File: config.mk
export PLATFORM = sky130hd
export DESIGN_NAME = sews_eeprom
export DESIGN_NICKNAME = d
export VERILOG_FILES = /design/src/design/sews_eeprom.v
export VERILOG_INCLUDE_DIRS = /design/src /design/src/design
export SDC_FILE = /design/constraint.sdc
export NUM_CORES = 1
export LEC_CHECK = 0
export BUFFER_PORTS_ARGS = -buffer_cell sky130_fd_sc_hd__buf_2
export CORE_ASPECT_RATIO = 0.9
export CORE_MARGIN = 2
export CORE_UTILIZATION = 60
export CTS_CLUSTER_DIAMETER = 50
export CTS_CLUSTER_SIZE = 8
export DETAILED_ROUTE_END_ITERATION = 8
export PLACE_DENSITY_LB_ADDON = 0.12
export RECOVER_POWER = 100
export SETUP_SLACK_MARGIN = 0.05
export SYNTH_ARGS = -nofsm -noshare
export SYNTH_HDL_FRONTEND = slang
export SYNTH_SLANG_ARGS = --single-unit
File: constraint.sdc
create_clock -name pclk -period 3.22 [get_ports pclk]
set_input_delay 0.161 -clock pclk [delete_from_list [all_inputs] [get_ports pclk]]
set_output_delay 0.161 -clock pclk [all_outputs]
set_load 0.1 [all_outputs]
File: src/design/sews_eeprom_map.vh
`ifndef SEWS_EEPROM_MAP_VH
`define SEWS_EEPROM_MAP_VH

// ****************************************************************
// Register indices and byte addresses
// ****************************************************************
// Printed offset 06h is not a multiple of four: it is an index
`define SEWS_IDX_PORT 6
`define SEWS_IDX_STAT 7
`define SEWS_ADDR_PORT 8'h18
`define SEWS_ADDR_STAT 8'h1C
`define SEWS_ADDR_W 8
`define SEWS_DATA_W 32

// ****************************************************************
// Port register layout and reset value
// ****************************************************************
`define SEWS_PORT_SDA 6
`define SEWS_PORT_SCL 7
`define SEWS_PORT_RST 8'hFF

// ****************************************************************
// Status register layout
// ****************************************************************
`define SEWS_STAT_BUSY 0
`define SEWS_STAT_PTR_LO 1
`define SEWS_STAT_PTR_HI 4

// ****************************************************************
// Memory geometry and control byte
// ****************************************************************
`define SEWS_MEM_DEPTH 16
`define SEWS_PTR_W 4
`define SEWS_DEV_CODE 4'hA
`define SEWS_CODE_HI 7
`define SEWS_CODE_LO 4
`define SEWS_RW_BIT 0
`define SEWS_BITS_PER_BYTE 4'h8
`define SEWS_LAST_TX_BIT 4'h7

// ****************************************************************
// Self-timed write cycle
// ****************************************************************
`define SEWS_TWR_US 4000
`define SEWS_CLK_MHZ 200
`define SEWS_BUSY_W 20

// ****************************************************************
// Slave states
// ****************************************************************
`define SEWS_ST_IDLE 3'h0
`define SEWS_ST_CTRL 3'h1
`define SEWS_ST_ADDR 3'h2
`define SEWS_ST_DATA 3'h3
`define SEWS_ST_TX 3'h4
`define SEWS_ST_MACK 3'h5

`endif

File: src/design/sews_eeprom.v
`timescale 1ns/1ps
`include "sews_eeprom_map.vh"

// What this block does
// - Sixteen bytes of storage, addressed by a pointer loaded over the serial bus.
// - Data line is port bit 6, clock line bit 7, port at index 06h.
// - Data line open-drain with pull-up, clock push-pull, both high after reset.
// - Data changes only while clock low; changes while high mean start or stop.
// - Data falling while clock high is a start; commands begin with it.
// - Data rising while clock high is a stop; operations end with it.
// - Both lines high means idle; transfers begin only then.
// - One bit per clock pulse, sampled while clock is high.
// - Receiver acknowledges every byte on an extra clock pulse from the master.
// - Acknowledger holds data low through the acknowledge clock high phase.
// - Master withholds acknowledge on last read byte; memory then leaves data high.
// - Final control bit one means read, zero means write.
// - Acknowledge control byte only on code match and no write cycle running.
// - Byte after write control loads pointer from low four bits, then acknowledged.
// - Stop after acknowledged data starts the write; pointer is not incremented.
// - Stop before the sequence completes, or mid later byte, aborts the write.
// - More than eight data bits discard the loaded byte and refill the buffer.
// - Master polls with start plus write control byte until acknowledged.
module sews_eeprom #(
    parameter WRITE_CYCLES = `SEWS_TWR_US * `SEWS_CLK_MHZ
) (
    input wire pclk,
    input wire presetn,
    input wire psel,
    input wire penable,
    input wire pwrite,
    input wire [`SEWS_ADDR_W-1:0] paddr,
    input wire [`SEWS_DATA_W-1:0] pwdata,
    output reg [`SEWS_DATA_W-1:0] prdata,
    output wire pready,
    output wire pslverr,
    output wire scl_line,
    output wire sda_line,
    output wire mem_busy
);

    // ****************************************************************
    // Declarations
    // ****************************************************************
    reg [7:0] general_io_port;
    reg [7:0] mem [0:`SEWS_MEM_DEPTH-1];
    reg [`SEWS_PTR_W-1:0] ptr;
    reg [2:0] state;
    reg [3:0] bit_cnt;
    reg [7:0] rx_shift;
    reg [7:0] tx_shift;
    reg [7:0] data_buf;
    reg have_data;
    reg in_ack;
    reg ack_given;
    reg is_read;
    reg mem_pull;
    reg master_ack;
    reg scl_q;
    reg sda_q;
    reg busy;
    reg [`SEWS_BUSY_W-1:0] busy_cnt;
    wire scl_rise;
    wire scl_fall;
    wire start_seen;
    wire stop_seen;
    wire [7:0] rx_byte;
    wire commit;
    wire apb_setup;
    wire apb_write;
    wire addr_ok;
    integer i;

    // Slave states, binary coded
    localparam [2:0] ST_IDLE = `SEWS_ST_IDLE;
    localparam [2:0] ST_CTRL = `SEWS_ST_CTRL;
    localparam [2:0] ST_ADDR = `SEWS_ST_ADDR;
    localparam [2:0] ST_DATA = `SEWS_ST_DATA;
    localparam [2:0] ST_TX = `SEWS_ST_TX;
    localparam [2:0] ST_MACK = `SEWS_ST_MACK;

    // Decode of the two implemented word addresses
    function is_mapped;
        input [`SEWS_ADDR_W-1:0] a;
        begin
            is_mapped = (a == `SEWS_ADDR_PORT) || (a == `SEWS_ADDR_STAT);
        end
    endfunction

    // Device code field of a control byte against this memory's code
    function ctrl_match;
        input [7:0] b;
        begin
            ctrl_match = (b[`SEWS_CODE_HI:`SEWS_CODE_LO] == `SEWS_DEV_CODE);
        end
    endfunction

    // ****************************************************************
    // Serial lines
    // ****************************************************************
    // Clock is push-pull straight from the port bit; data is a wired-AND
    // of the port bit (pulls low only) and the memory's own pull-down,
    // the pull-up giving one when nobody pulls
    assign scl_line = general_io_port[`SEWS_PORT_SCL];
    assign sda_line = general_io_port[`SEWS_PORT_SDA] & ~mem_pull;
    assign mem_busy = busy;

    // ****************************************************************
    // APB slave
    // ****************************************************************
    // No wait states: every access finishes in its first access cycle
    assign pready = 1'b1;
    assign pslverr = psel & penable & ~addr_ok;
    assign addr_ok = is_mapped(paddr);
    assign apb_setup = psel & ~penable;
    assign apb_write = psel & penable & pwrite & addr_ok;

    // Port register; bits 7 and 6 drive the serial lines
    always @(posedge pclk or negedge presetn) begin
        if (!presetn) begin
            general_io_port <= `SEWS_PORT_RST;
        end else if (apb_write && paddr == `SEWS_ADDR_PORT) begin
            general_io_port <= pwdata[7:0];
        end
    end

    // Read data captured in setup so it is stable through the access phase;
    // line bits read the live wire, so software sees the memory's answer
    always @(posedge pclk or negedge presetn) begin
        if (!presetn) begin
            prdata <= {`SEWS_DATA_W{1'b0}};
        end else if (apb_setup) begin
            prdata <= {`SEWS_DATA_W{1'b0}};
            if (paddr == `SEWS_ADDR_PORT) begin
                prdata[7:0] <= {scl_line, sda_line, general_io_port[5:0]};
            end else if (paddr == `SEWS_ADDR_STAT) begin
                prdata[`SEWS_STAT_BUSY] <= busy;
                prdata[`SEWS_STAT_PTR_HI:`SEWS_STAT_PTR_LO] <= ptr;
            end
        end
    end

    // ****************************************************************
    // Bus condition detection
    // ****************************************************************
    // Lines are made on this clock, so one stage of history is enough
    always @(posedge pclk or negedge presetn) begin
        if (!presetn) begin
            scl_q <= 1'b1;
            sda_q <= 1'b1;
        end else begin
            scl_q <= scl_line;
            sda_q <= sda_line;
        end
    end

    assign scl_rise = scl_line & ~scl_q;
    assign scl_fall = ~scl_line & scl_q;
    // Data edges during clock high are never data bits; both conditions
    // need the clock high on two samples, so a clock edge and a data edge
    // written together in one port write never look like a start or stop
    assign start_seen = scl_line & scl_q & sda_q & ~sda_line;
    assign stop_seen = scl_line & scl_q & ~sda_q & sda_line;
    assign rx_byte = rx_shift;
    // The held byte commits only while no later bit has been completed;
    // the stop itself follows a clock rise that looks like a new bit
    assign commit = stop_seen && state == ST_DATA && have_data && !in_ack;

    // ****************************************************************
    // Self-timed write cycle
    // ****************************************************************
    // Store happens at once; busy only blocks the bus for the cycle time.
    // Limitation: a reset in mid-cycle ends busy early, the byte is kept
    always @(posedge pclk or negedge presetn) begin
        if (!presetn) begin
            busy <= 1'b0;
            busy_cnt <= {`SEWS_BUSY_W{1'b0}};
        end else if (commit) begin
            busy <= 1'b1;
            busy_cnt <= WRITE_CYCLES[`SEWS_BUSY_W-1:0] - 1'b1;
        end else if (busy) begin
            if (busy_cnt == {`SEWS_BUSY_W{1'b0}}) begin
                busy <= 1'b0;
            end else begin
                busy_cnt <= busy_cnt - 1'b1;
            end
        end
    end

    // ****************************************************************
    // Storage array
    // ****************************************************************
    // Storage array; no reset, contents are non-volatile in intent
    always @(posedge pclk) begin
        if (commit) begin
            mem[ptr] <= data_buf;
        end
    end

    // ****************************************************************
    // Serial slave state machine
    // ****************************************************************
    // Start wins over everything else, stop ends any state; bits are
    // shifted on clock rise, the answer bit changes on clock fall
    always @(posedge pclk or negedge presetn) begin
        if (!presetn) begin
            state <= ST_IDLE;
            bit_cnt <= 4'h0;
            rx_shift <= 8'h00;
            tx_shift <= 8'h00;
            data_buf <= 8'h00;
            have_data <= 1'b0;
            in_ack <= 1'b0;
            ack_given <= 1'b0;
            is_read <= 1'b0;
            mem_pull <= 1'b0;
            master_ack <= 1'b0;
            ptr <= {`SEWS_PTR_W{1'b0}};
        end else if (start_seen) begin
            state <= ST_CTRL;
            bit_cnt <= 4'h0;
            in_ack <= 1'b0;
            have_data <= 1'b0;
            mem_pull <= 1'b0;
        end else if (stop_seen) begin
            state <= ST_IDLE;
            bit_cnt <= 4'h0;
            in_ack <= 1'b0;
            have_data <= 1'b0;
            mem_pull <= 1'b0;
        end else if (in_ack) begin
            // Pull held from fall to fall covers the whole high phase
            if (scl_fall) begin
                in_ack <= 1'b0;
                bit_cnt <= 4'h0;
                mem_pull <= 1'b0;
                if (!ack_given) begin
                    // Refused control byte: stay off the bus until a start
                    state <= ST_IDLE;
                end else begin
                    case (state)
                        ST_CTRL: begin
                            if (is_read) begin
                                state <= ST_TX;
                                tx_shift <= mem[ptr];
                                mem_pull <= ~mem[ptr][7];
                            end else begin
                                state <= ST_ADDR;
                            end
                        end
                        ST_ADDR: begin
                            state <= ST_DATA;
                        end
                        default: begin
                            state <= state;
                        end
                    endcase
                end
            end
        end else begin
            case (state)
                ST_CTRL, ST_ADDR, ST_DATA: begin
                    if (scl_rise) begin
                        rx_shift <= {rx_shift[6:0], sda_line};
                        bit_cnt <= bit_cnt + 4'h1;
                    end else if (scl_fall && bit_cnt == `SEWS_BITS_PER_BYTE) begin
                        in_ack <= 1'b1;
                        case (state)
                            ST_CTRL: begin
                                is_read <= rx_byte[`SEWS_RW_BIT];
                                ack_given <= ctrl_match(rx_byte) && !busy;
                                mem_pull <= ctrl_match(rx_byte) && !busy;
                            end
                            ST_ADDR: begin
                                ptr <= rx_byte[`SEWS_PTR_W-1:0];
                                ack_given <= 1'b1;
                                mem_pull <= 1'b1;
                            end
                            default: begin
                                data_buf <= rx_byte;
                                have_data <= 1'b1;
                                ack_given <= 1'b1;
                                mem_pull <= 1'b1;
                            end
                        endcase
                    end else if (scl_fall && state == ST_DATA && bit_cnt == 4'h1) begin
                        // A finished first bit of a further byte drops the held one;
                        // a stop's own clock rise never gets here, so it still commits
                        have_data <= 1'b0;
                    end
                end
                ST_TX: begin
                    // Bits leave on clock fall so they are stable while high
                    if (scl_fall) begin
                        if (bit_cnt == `SEWS_LAST_TX_BIT) begin
                            bit_cnt <= 4'h0;
                            mem_pull <= 1'b0;
                            ptr <= ptr + 1'b1;
                            state <= ST_MACK;
                        end else begin
                            bit_cnt <= bit_cnt + 4'h1;
                            tx_shift <= {tx_shift[6:0], 1'b0};
                            mem_pull <= ~tx_shift[6];
                        end
                    end
                end
                ST_MACK: begin
                    if (scl_rise) begin
                        master_ack <= ~sda_line;
                    end else if (scl_fall) begin
                        if (master_ack) begin
                            state <= ST_TX;
                            tx_shift <= mem[ptr];
                            mem_pull <= ~mem[ptr][7];
                        end else begin
                            // Line stays released for the master's stop
                            state <= ST_IDLE;
                            mem_pull <= 1'b0;
                        end
                    end
                end
                default: begin
                    state <= ST_IDLE;
                    mem_pull <= 1'b0;
                end
            endcase
        end
    end

    // Erased cells read all ones at simulation start; real storage
    // keeps whatever was last written across power cycles
    initial begin
        for (i = 0; i < `SEWS_MEM_DEPTH; i = i + 1) begin
            mem[i] = 8'hFF;
        end
    end

endmodule

### Word level (Yosys, flattened, before mapping)

Memory sizes are Yosys's and may differ from the RTL's.
Index checks and enable logic that the tools add are counted.

| cells by class | value |
|---|---|
| bitwise operators | 27 |
| $add $sub $neg | 3 |
| multipliers | 0 |
| $lt $le $gt $ge | 0 |
| mux-type cells | 80 |
| equality and inequality tests | 38 |
| reductions and logical operators | 32 |
| div/mod/pow operators | 0 |
| shifts and indexed selects | 0 |

Operators with widths:

| operator | count |
|---|---|
| 7-bit 2-to-1 mux | 10 |
| 20-bit 2-to-1 mux | 3 |
| 4-bit 2-to-1 mux | 12 |
| 3-bit 2-to-1 mux | 12 |
| 1-bit 2-to-1 mux | 35 |
| 5-bit inequality test (second input constant) | 5 |
| 7-bit AND reduction | 3 |
| 20-bit zero test | 1 |
| 20-bit by 1-bit subtractor with 20-bit output (second input constant) | 1 |
| 8-bit by 5-bit equality test with 1-bit output (second input constant) | 2 |
| 4-bit inequality test (second input constant) | 4 |
| 4-bit case mux with 2 select lines | 2 |
| 5-bit AND reduction | 3 |
| 2-bit inequality test (second input constant) | 7 |
| 1-bit NOT | 14 |
| 7-bit case mux with 2 select lines | 1 |
| 1-bit bitwise AND | 13 |
| 12-bit AND reduction | 1 |
| 6-bit AND reduction | 2 |
| 5-bit 2-to-1 mux | 2 |
| 3-bit inequality test (second input constant) | 3 |
| 3-bit case mux with 3 select lines | 1 |
| 9-bit AND reduction | 1 |
| 4-bit by 1-bit adder with 4-bit output (second input constant) | 2 |
| 23 further kinds | 40 |

| word-level totals | value |
|---|---|
| memories kept | 1 |
| bits in latches | 0 |
| input port bits | 45 |
| bits in writable memories | 128 |
| register bits | 79 |
| ROM bits | 0 |

Memory list:

| name | depth | bits a word | rd ports | clocked after Yosys merged registers in | wr ports | RTL line | source |
|---|---|---|---|---|---|---|---|
| mem | 16 | 8 | 1 | 0 | 1 | sews_eeprom.v:45 | `` reg [7:0] mem [0:`SEWS_MEM_DEPTH-1]; `` |

### Longest topological paths before layout

| logic depth | value |
|---|---|
| depth in word-level cells | 11 |
| mapped depth | 7 |
| mapped depth without buffers | 7 |

### Worst setup path after synthesis

Ideal clock, no wire load.

| timing | value |
|---|---|
| path type | reg-to-reg |
| start | register general_io_port[7] |
| end | memory mem[15][0], enable pin |
| clock period less this slack | 2.540 ns |
| buffers on the path | 2 |
| stages on the path, launching flop included | 7 |
| setup slack | 0.680 ns |
| arrival | 2.209 ns |
| setup time | 0.332 ns |
| path through | dfstp_2 nand2_1 nor2_1 nor4bb_1 clkbuf_1 buf_2 and3_1 |

| on the way | value |
|---|---|
| cells in the longest elaborated chain, start to end | 8 |

RTL lines:

| item | RTL line | source |
|---|---|---|
| from (decl) | sews_eeprom.v:44 | `reg [7:0] general_io_port;` |
| from (signal assigned) | sews_eeprom.v:120 | `` general_io_port <= `SEWS_PORT_RST; `` |
| from (signal assigned) | sews_eeprom.v:122 | `general_io_port <= pwdata[7:0];` |
| 1-bit bitwise AND (3 in series) | sews_eeprom.v:162 | `assign stop_seen = scl_line & scl_q & ~sda_q & sda_line;` |
| 1-bit logical AND (3 in series) | sews_eeprom.v:166 | `assign commit = stop_seen && state == ST_DATA && have_data && !in_ack;` |
| 1-bit 2-to-1 mux | sews_eeprom.v:194 | `if (commit) begin` |
| 1-bit 2-to-1 mux (not written as such) | sews_eeprom.v:195 | `mem[ptr] <= data_buf;` |
| to (decl) | sews_eeprom.v:45 |  |

No other way between the ends.

### Final worst setup path

| timing | value |
|---|---|
| start | register ptr[0] |
| end | register tx_shift[6] |

| on the way | value |
|---|---|
| cells in the longest elaborated chain, start to end | 6 |
| elaborated cells on any way between the ends | 10 |

RTL lines:

| item | RTL line | source |
|---|---|---|
| from (decl) | sews_eeprom.v:46 | `` reg [`SEWS_PTR_W-1:0] ptr; `` |
| from (signal assigned) | sews_eeprom.v:217 | `` ptr <= {`SEWS_PTR_W{1'b0}}; `` |
| from (signal assigned) | sews_eeprom.v:274 | `` ptr <= rx_byte[`SEWS_PTR_W-1:0]; `` |
| from (signal assigned) | sews_eeprom.v:297 | `ptr <= ptr + 1'b1;` |
| memory read 16 x 8 bit * | n/a |  |
| 7-bit 2-to-1 mux, on equally long branches | sews_eeprom.v:310, sews_eeprom.v:242 |  |
| 7-bit 2-to-1 mux, on equally long branches | sews_eeprom.v:309, sews_eeprom.v:240 |  |
| 7-bit 2-to-1 mux, on equally long branches | sews_eeprom.v:307, sews_eeprom.v:236 |  |
| 7-bit case mux with 2 select lines / 7-bit 2-to-1 mux (equally long branches) | sews_eeprom.v:260, sews_eeprom.v:232 |  |
| 7-bit 2-to-1 mux * | sews_eeprom.v:230 | `end else if (in_ack) begin` |
| to (signal assigned) | sews_eeprom.v:244 | `tx_shift <= mem[ptr];` |
| to (signal assigned) | sews_eeprom.v:301 | `tx_shift <= {tx_shift[6:0], 1'b0};` |
| to (signal assigned) | sews_eeprom.v:312 | `tx_shift <= mem[ptr];` |
| to (decl) | sews_eeprom.v:50 | `reg [7:0] tx_shift;` |

Every way passes the cells marked *; elsewhere a longest branch is shown, timed or not. The select of a mux whose other input is x is not followed.
A chain may end at the register's enable or synchronous reset.

==> flow_summary.toml <==
[timing]
setup_tns_ns = 0
fin_skew_ns = 0.01602
slew_headroom = -0.3041
max_freq_mhz = 354.2
worst_slew_pin_slew_ns = 1.956
finalSetupViolations = 0
fin_ws_ns = 0.3970
slew_violations = 80
rsz0062_at_grt = "no"
fin_crit_sh = 0.8767
hold_viol = 0
period_needed_ns = 2.823

[worst_setup_path]
arrival_ns = 3.24
cpPeakStageDelay_ns = 0.75
crit_family = "multiplexers"
startpoint_type = "register"
timing.rr.start = "ptr[0]"
path_cells = "clkbuf_1 > mux4_2 > a22o_1 > a221o_1 > mux2_2"
cp.required_ns = 3.63
crit_type = "reg -> reg"
worstPathMaxFanout = 16
path_buf_inv = 1
cp-end-kind = "register"
crit_slowest_cell = "dfrtp_2"
worstSetupStartpoint = "ptr[0]"

[global_route]
grt_pass1_wl_um = 30320
grt_max_degree = 80
grt_antenna_before_repair = 1
overflow = 0
grtUsageTotal = 0.2416
grt_pass1_vias = 5575

[clock_network]
clk_pin_slew_ns = 0.05
cts_root_buf = "clkbuf_16"
cts_tree = "built"
htreeDepth = 1
insertion_delay_ns = 0.53
cts_made_buffers = 30
clkSinkCount = 207
clockBufferDepth = 3

[pwr]
p_int_mw = 4.608
cellLeakagePower_nw = 3.671
clock_power_share = 0.488
netSwitchingFraction = 0.2122
power_mw = 5.850
power_density_nw_per_um2 = 560.6
vdd_drop_max_uv = 463.4
switchingPower_mw = 1.241
comb_power_share = 0.032
p_seq_frac = 0.480

[yosys]
ys.flop_type = "edfxtp_1"
synth.yosys.warnings = 0
synth_area_leaders = "edfxtp_1 41%, dfrtp_1 19%, mux4_2 7.8%, mux2_2 4.0%, dfstp_2 2.8%"
synth_top_cells_by_count = "128 x edfxtp_1, 69 x dfrtp_1, 46 x nor2_1, 33 x mux2_2, 33 x nand2_1"
synth_top_area_cell = "edfxtp_1"
synth_seq_cells = 207
syn_area_um2 = 9271
async_flop_share = 0.3816
synth_edf_count = 128
yosysSeqAreaShare = 0.6291
synth.top_cell.area_share = 0.4146
syn_inst = 639
synth.avg_cell_area_um2 = 14.51
synthDistinctLibCells = 71
yosysMostFrequentCell = "edfxtp_1"

[routing]
routedWlPerCell_um = 20.95
drt_first_pass_iters = 5
ant_nets = 0
vias_per_cell = 6.081
num_vias = 5613
wl_um = 19340
drc_errors = 0
drt_iter0_drc = 532

[place]
io_buffers = 32
dp_slack_ns = 0.5125
post-dp-hpwl_um = 12270
gp_congestion = 0.8574

[floorplan]
fp.dieW_um = 135.0
fp.dieH_um = 121.9
pin_count = 82
core.rowCount = 43
core_area_um2 = 15280
initial_core_util = 0.6068
dieArea_um2 = 16460

[min_path]
hold_path_class = "in -> reg"
min_from = "paddr[2]"

[finish]
final_util = 0.6829
fin_nets = 751
syn_to_final_growth_pct = 12.55
diodes = 0
layout-drive-gt1-share = 0.1969

[run_status]
violations = "max-capacitance violations, max-slew violations"
status = "finished with violations"

[run]
maxCapViolations = 1
==> sequential cells by signal, indices dropped and copies added, names as in the netlist, 3 cells and up <==
signal and flops:
mem 128, busy_cnt 20, data_buf 8, general_io_port 8
prdata 8, rx_byte 8, tx_shift 7, bit_cnt 4
ptr 4, state 3
==> metrics by stage <==
step | instance area (um^2) | cells | hold slack (ns)
2_1_floorplan | 9358 | 662 | -0.1346
3_3_place_gp | 9567 | 858 | 0.3830
3_5_place_dp | 9567 | 858 | 0.3890
4_1_cts | 10530 | 923 | 0.07863
5_1_grt | 10440 | 923 | 0.1210
6_report | 10440 | 923 | 0.08554
==> cells by family (layout without fill, tap and decap cells) <==
kind of cell | Yosys count | after routing | share of synthesized area
AOI/OAI and AO/OA | 84 | 84 | 0.06829
xor gates and xnor gates | 16 | 16 | 0.01511
adders and majority gates | 9 | 9 | 0.01215
buffers and inverters | 63 | 122 | 0.03900
DFF | 207 | 207 | 0.6292
muxes | 77 | 77 | 0.1308
other | 2 | 25 | 0.0008100
and+or+nand+nor | 181 | 181 | 0.1047
==> final timing paths <==
check | end | slack, ns | cells after the start
worst max-delay path | tx_shift[6] | 0.40 | 5
worst min-delay path | prdata[2] | 0.09 | 3
worst max register to register | tx_shift[6] | 0.40 | 5
worst min register to register | scl_q | 0.47 | 0
max in group asynchronous | ptr[0] | 1.25 | 2
min in group asynchronous | tx_shift[2] | 0.70 | 2
==> cell usage in the layout, fill, tap and decap left out, types with 12 or more instances in the layout <==
| master | n |
|---|---|
| conb_1 | 25 |
| inv_1 | 12 |
| o21ai_0 | 24 |
| mux4_2 | 32 |
| edfxtp_1 | 128 |
| nor2_1 | 48 |
| clkbuf_16 | 31 |
| dfrtp_1 | 68 |
| mux2_2 | 33 |
| and3_1 | 15 |
| nand3_1 | 12 |
| clkbuf_1 | 39 |
| buf_2 | 19 |
| nor3_1 | 19 |
| mux2i_1 | 12 |
| xnor2_1 | 16 |
| nand2_1 | 33 |
==> metal layers <==
metal	wire, um	track usage
met3	1263	0.05160
met4	395	0.06055
met5	0	0
met1	8283	0.3485
met2	9395	0.3829
==> worst register-to-register path: cells and delay by family (launching register included) <==
family	cells	cell delay, ns
AO/OA/AOI/OAI	2	0.54
buffers and inverters	1	0.55
flip-flops	1	0.75
multiplexers	2	0.86
==> power groups by stage <==
stage | Sequential [mW] | Combinational (mW) | Clock, mW
global route | 2.80 | 0.196 | 3.01
global placement | 2.86 | 0.178 | 0
floorplan | 2.86 | 0.166 | 0
detailed placement | 2.86 | 0.178 | 0
CTS | 2.81 | 0.187 | 2.88
finish | 2.81 | 0.186 | 2.86
==> cell type report <==
class | count | area [um^2]
fillers | 1083 | 4845
clock buffers | 55 | 865.8
multi-input cells | 392 | 3104
repair buffers | 52 | 316.6
clock inverters | 1 | 8.758
flip-flops and latches | 207 | 5834
well taps | 202 | 252.7
inverters | 14 | 52.55
==> timing repair <==
| item | in CTS | in global routing |
|---|---|---|
| gates resized for setup | 0 | 0 |
| buffers inserted | 0 | 0 |
| hold buffers | 9 | 0 |
| endpoints found under the hold margin | 77 | 0 |
Note: power is estimated with default switching activity, not from simulation.
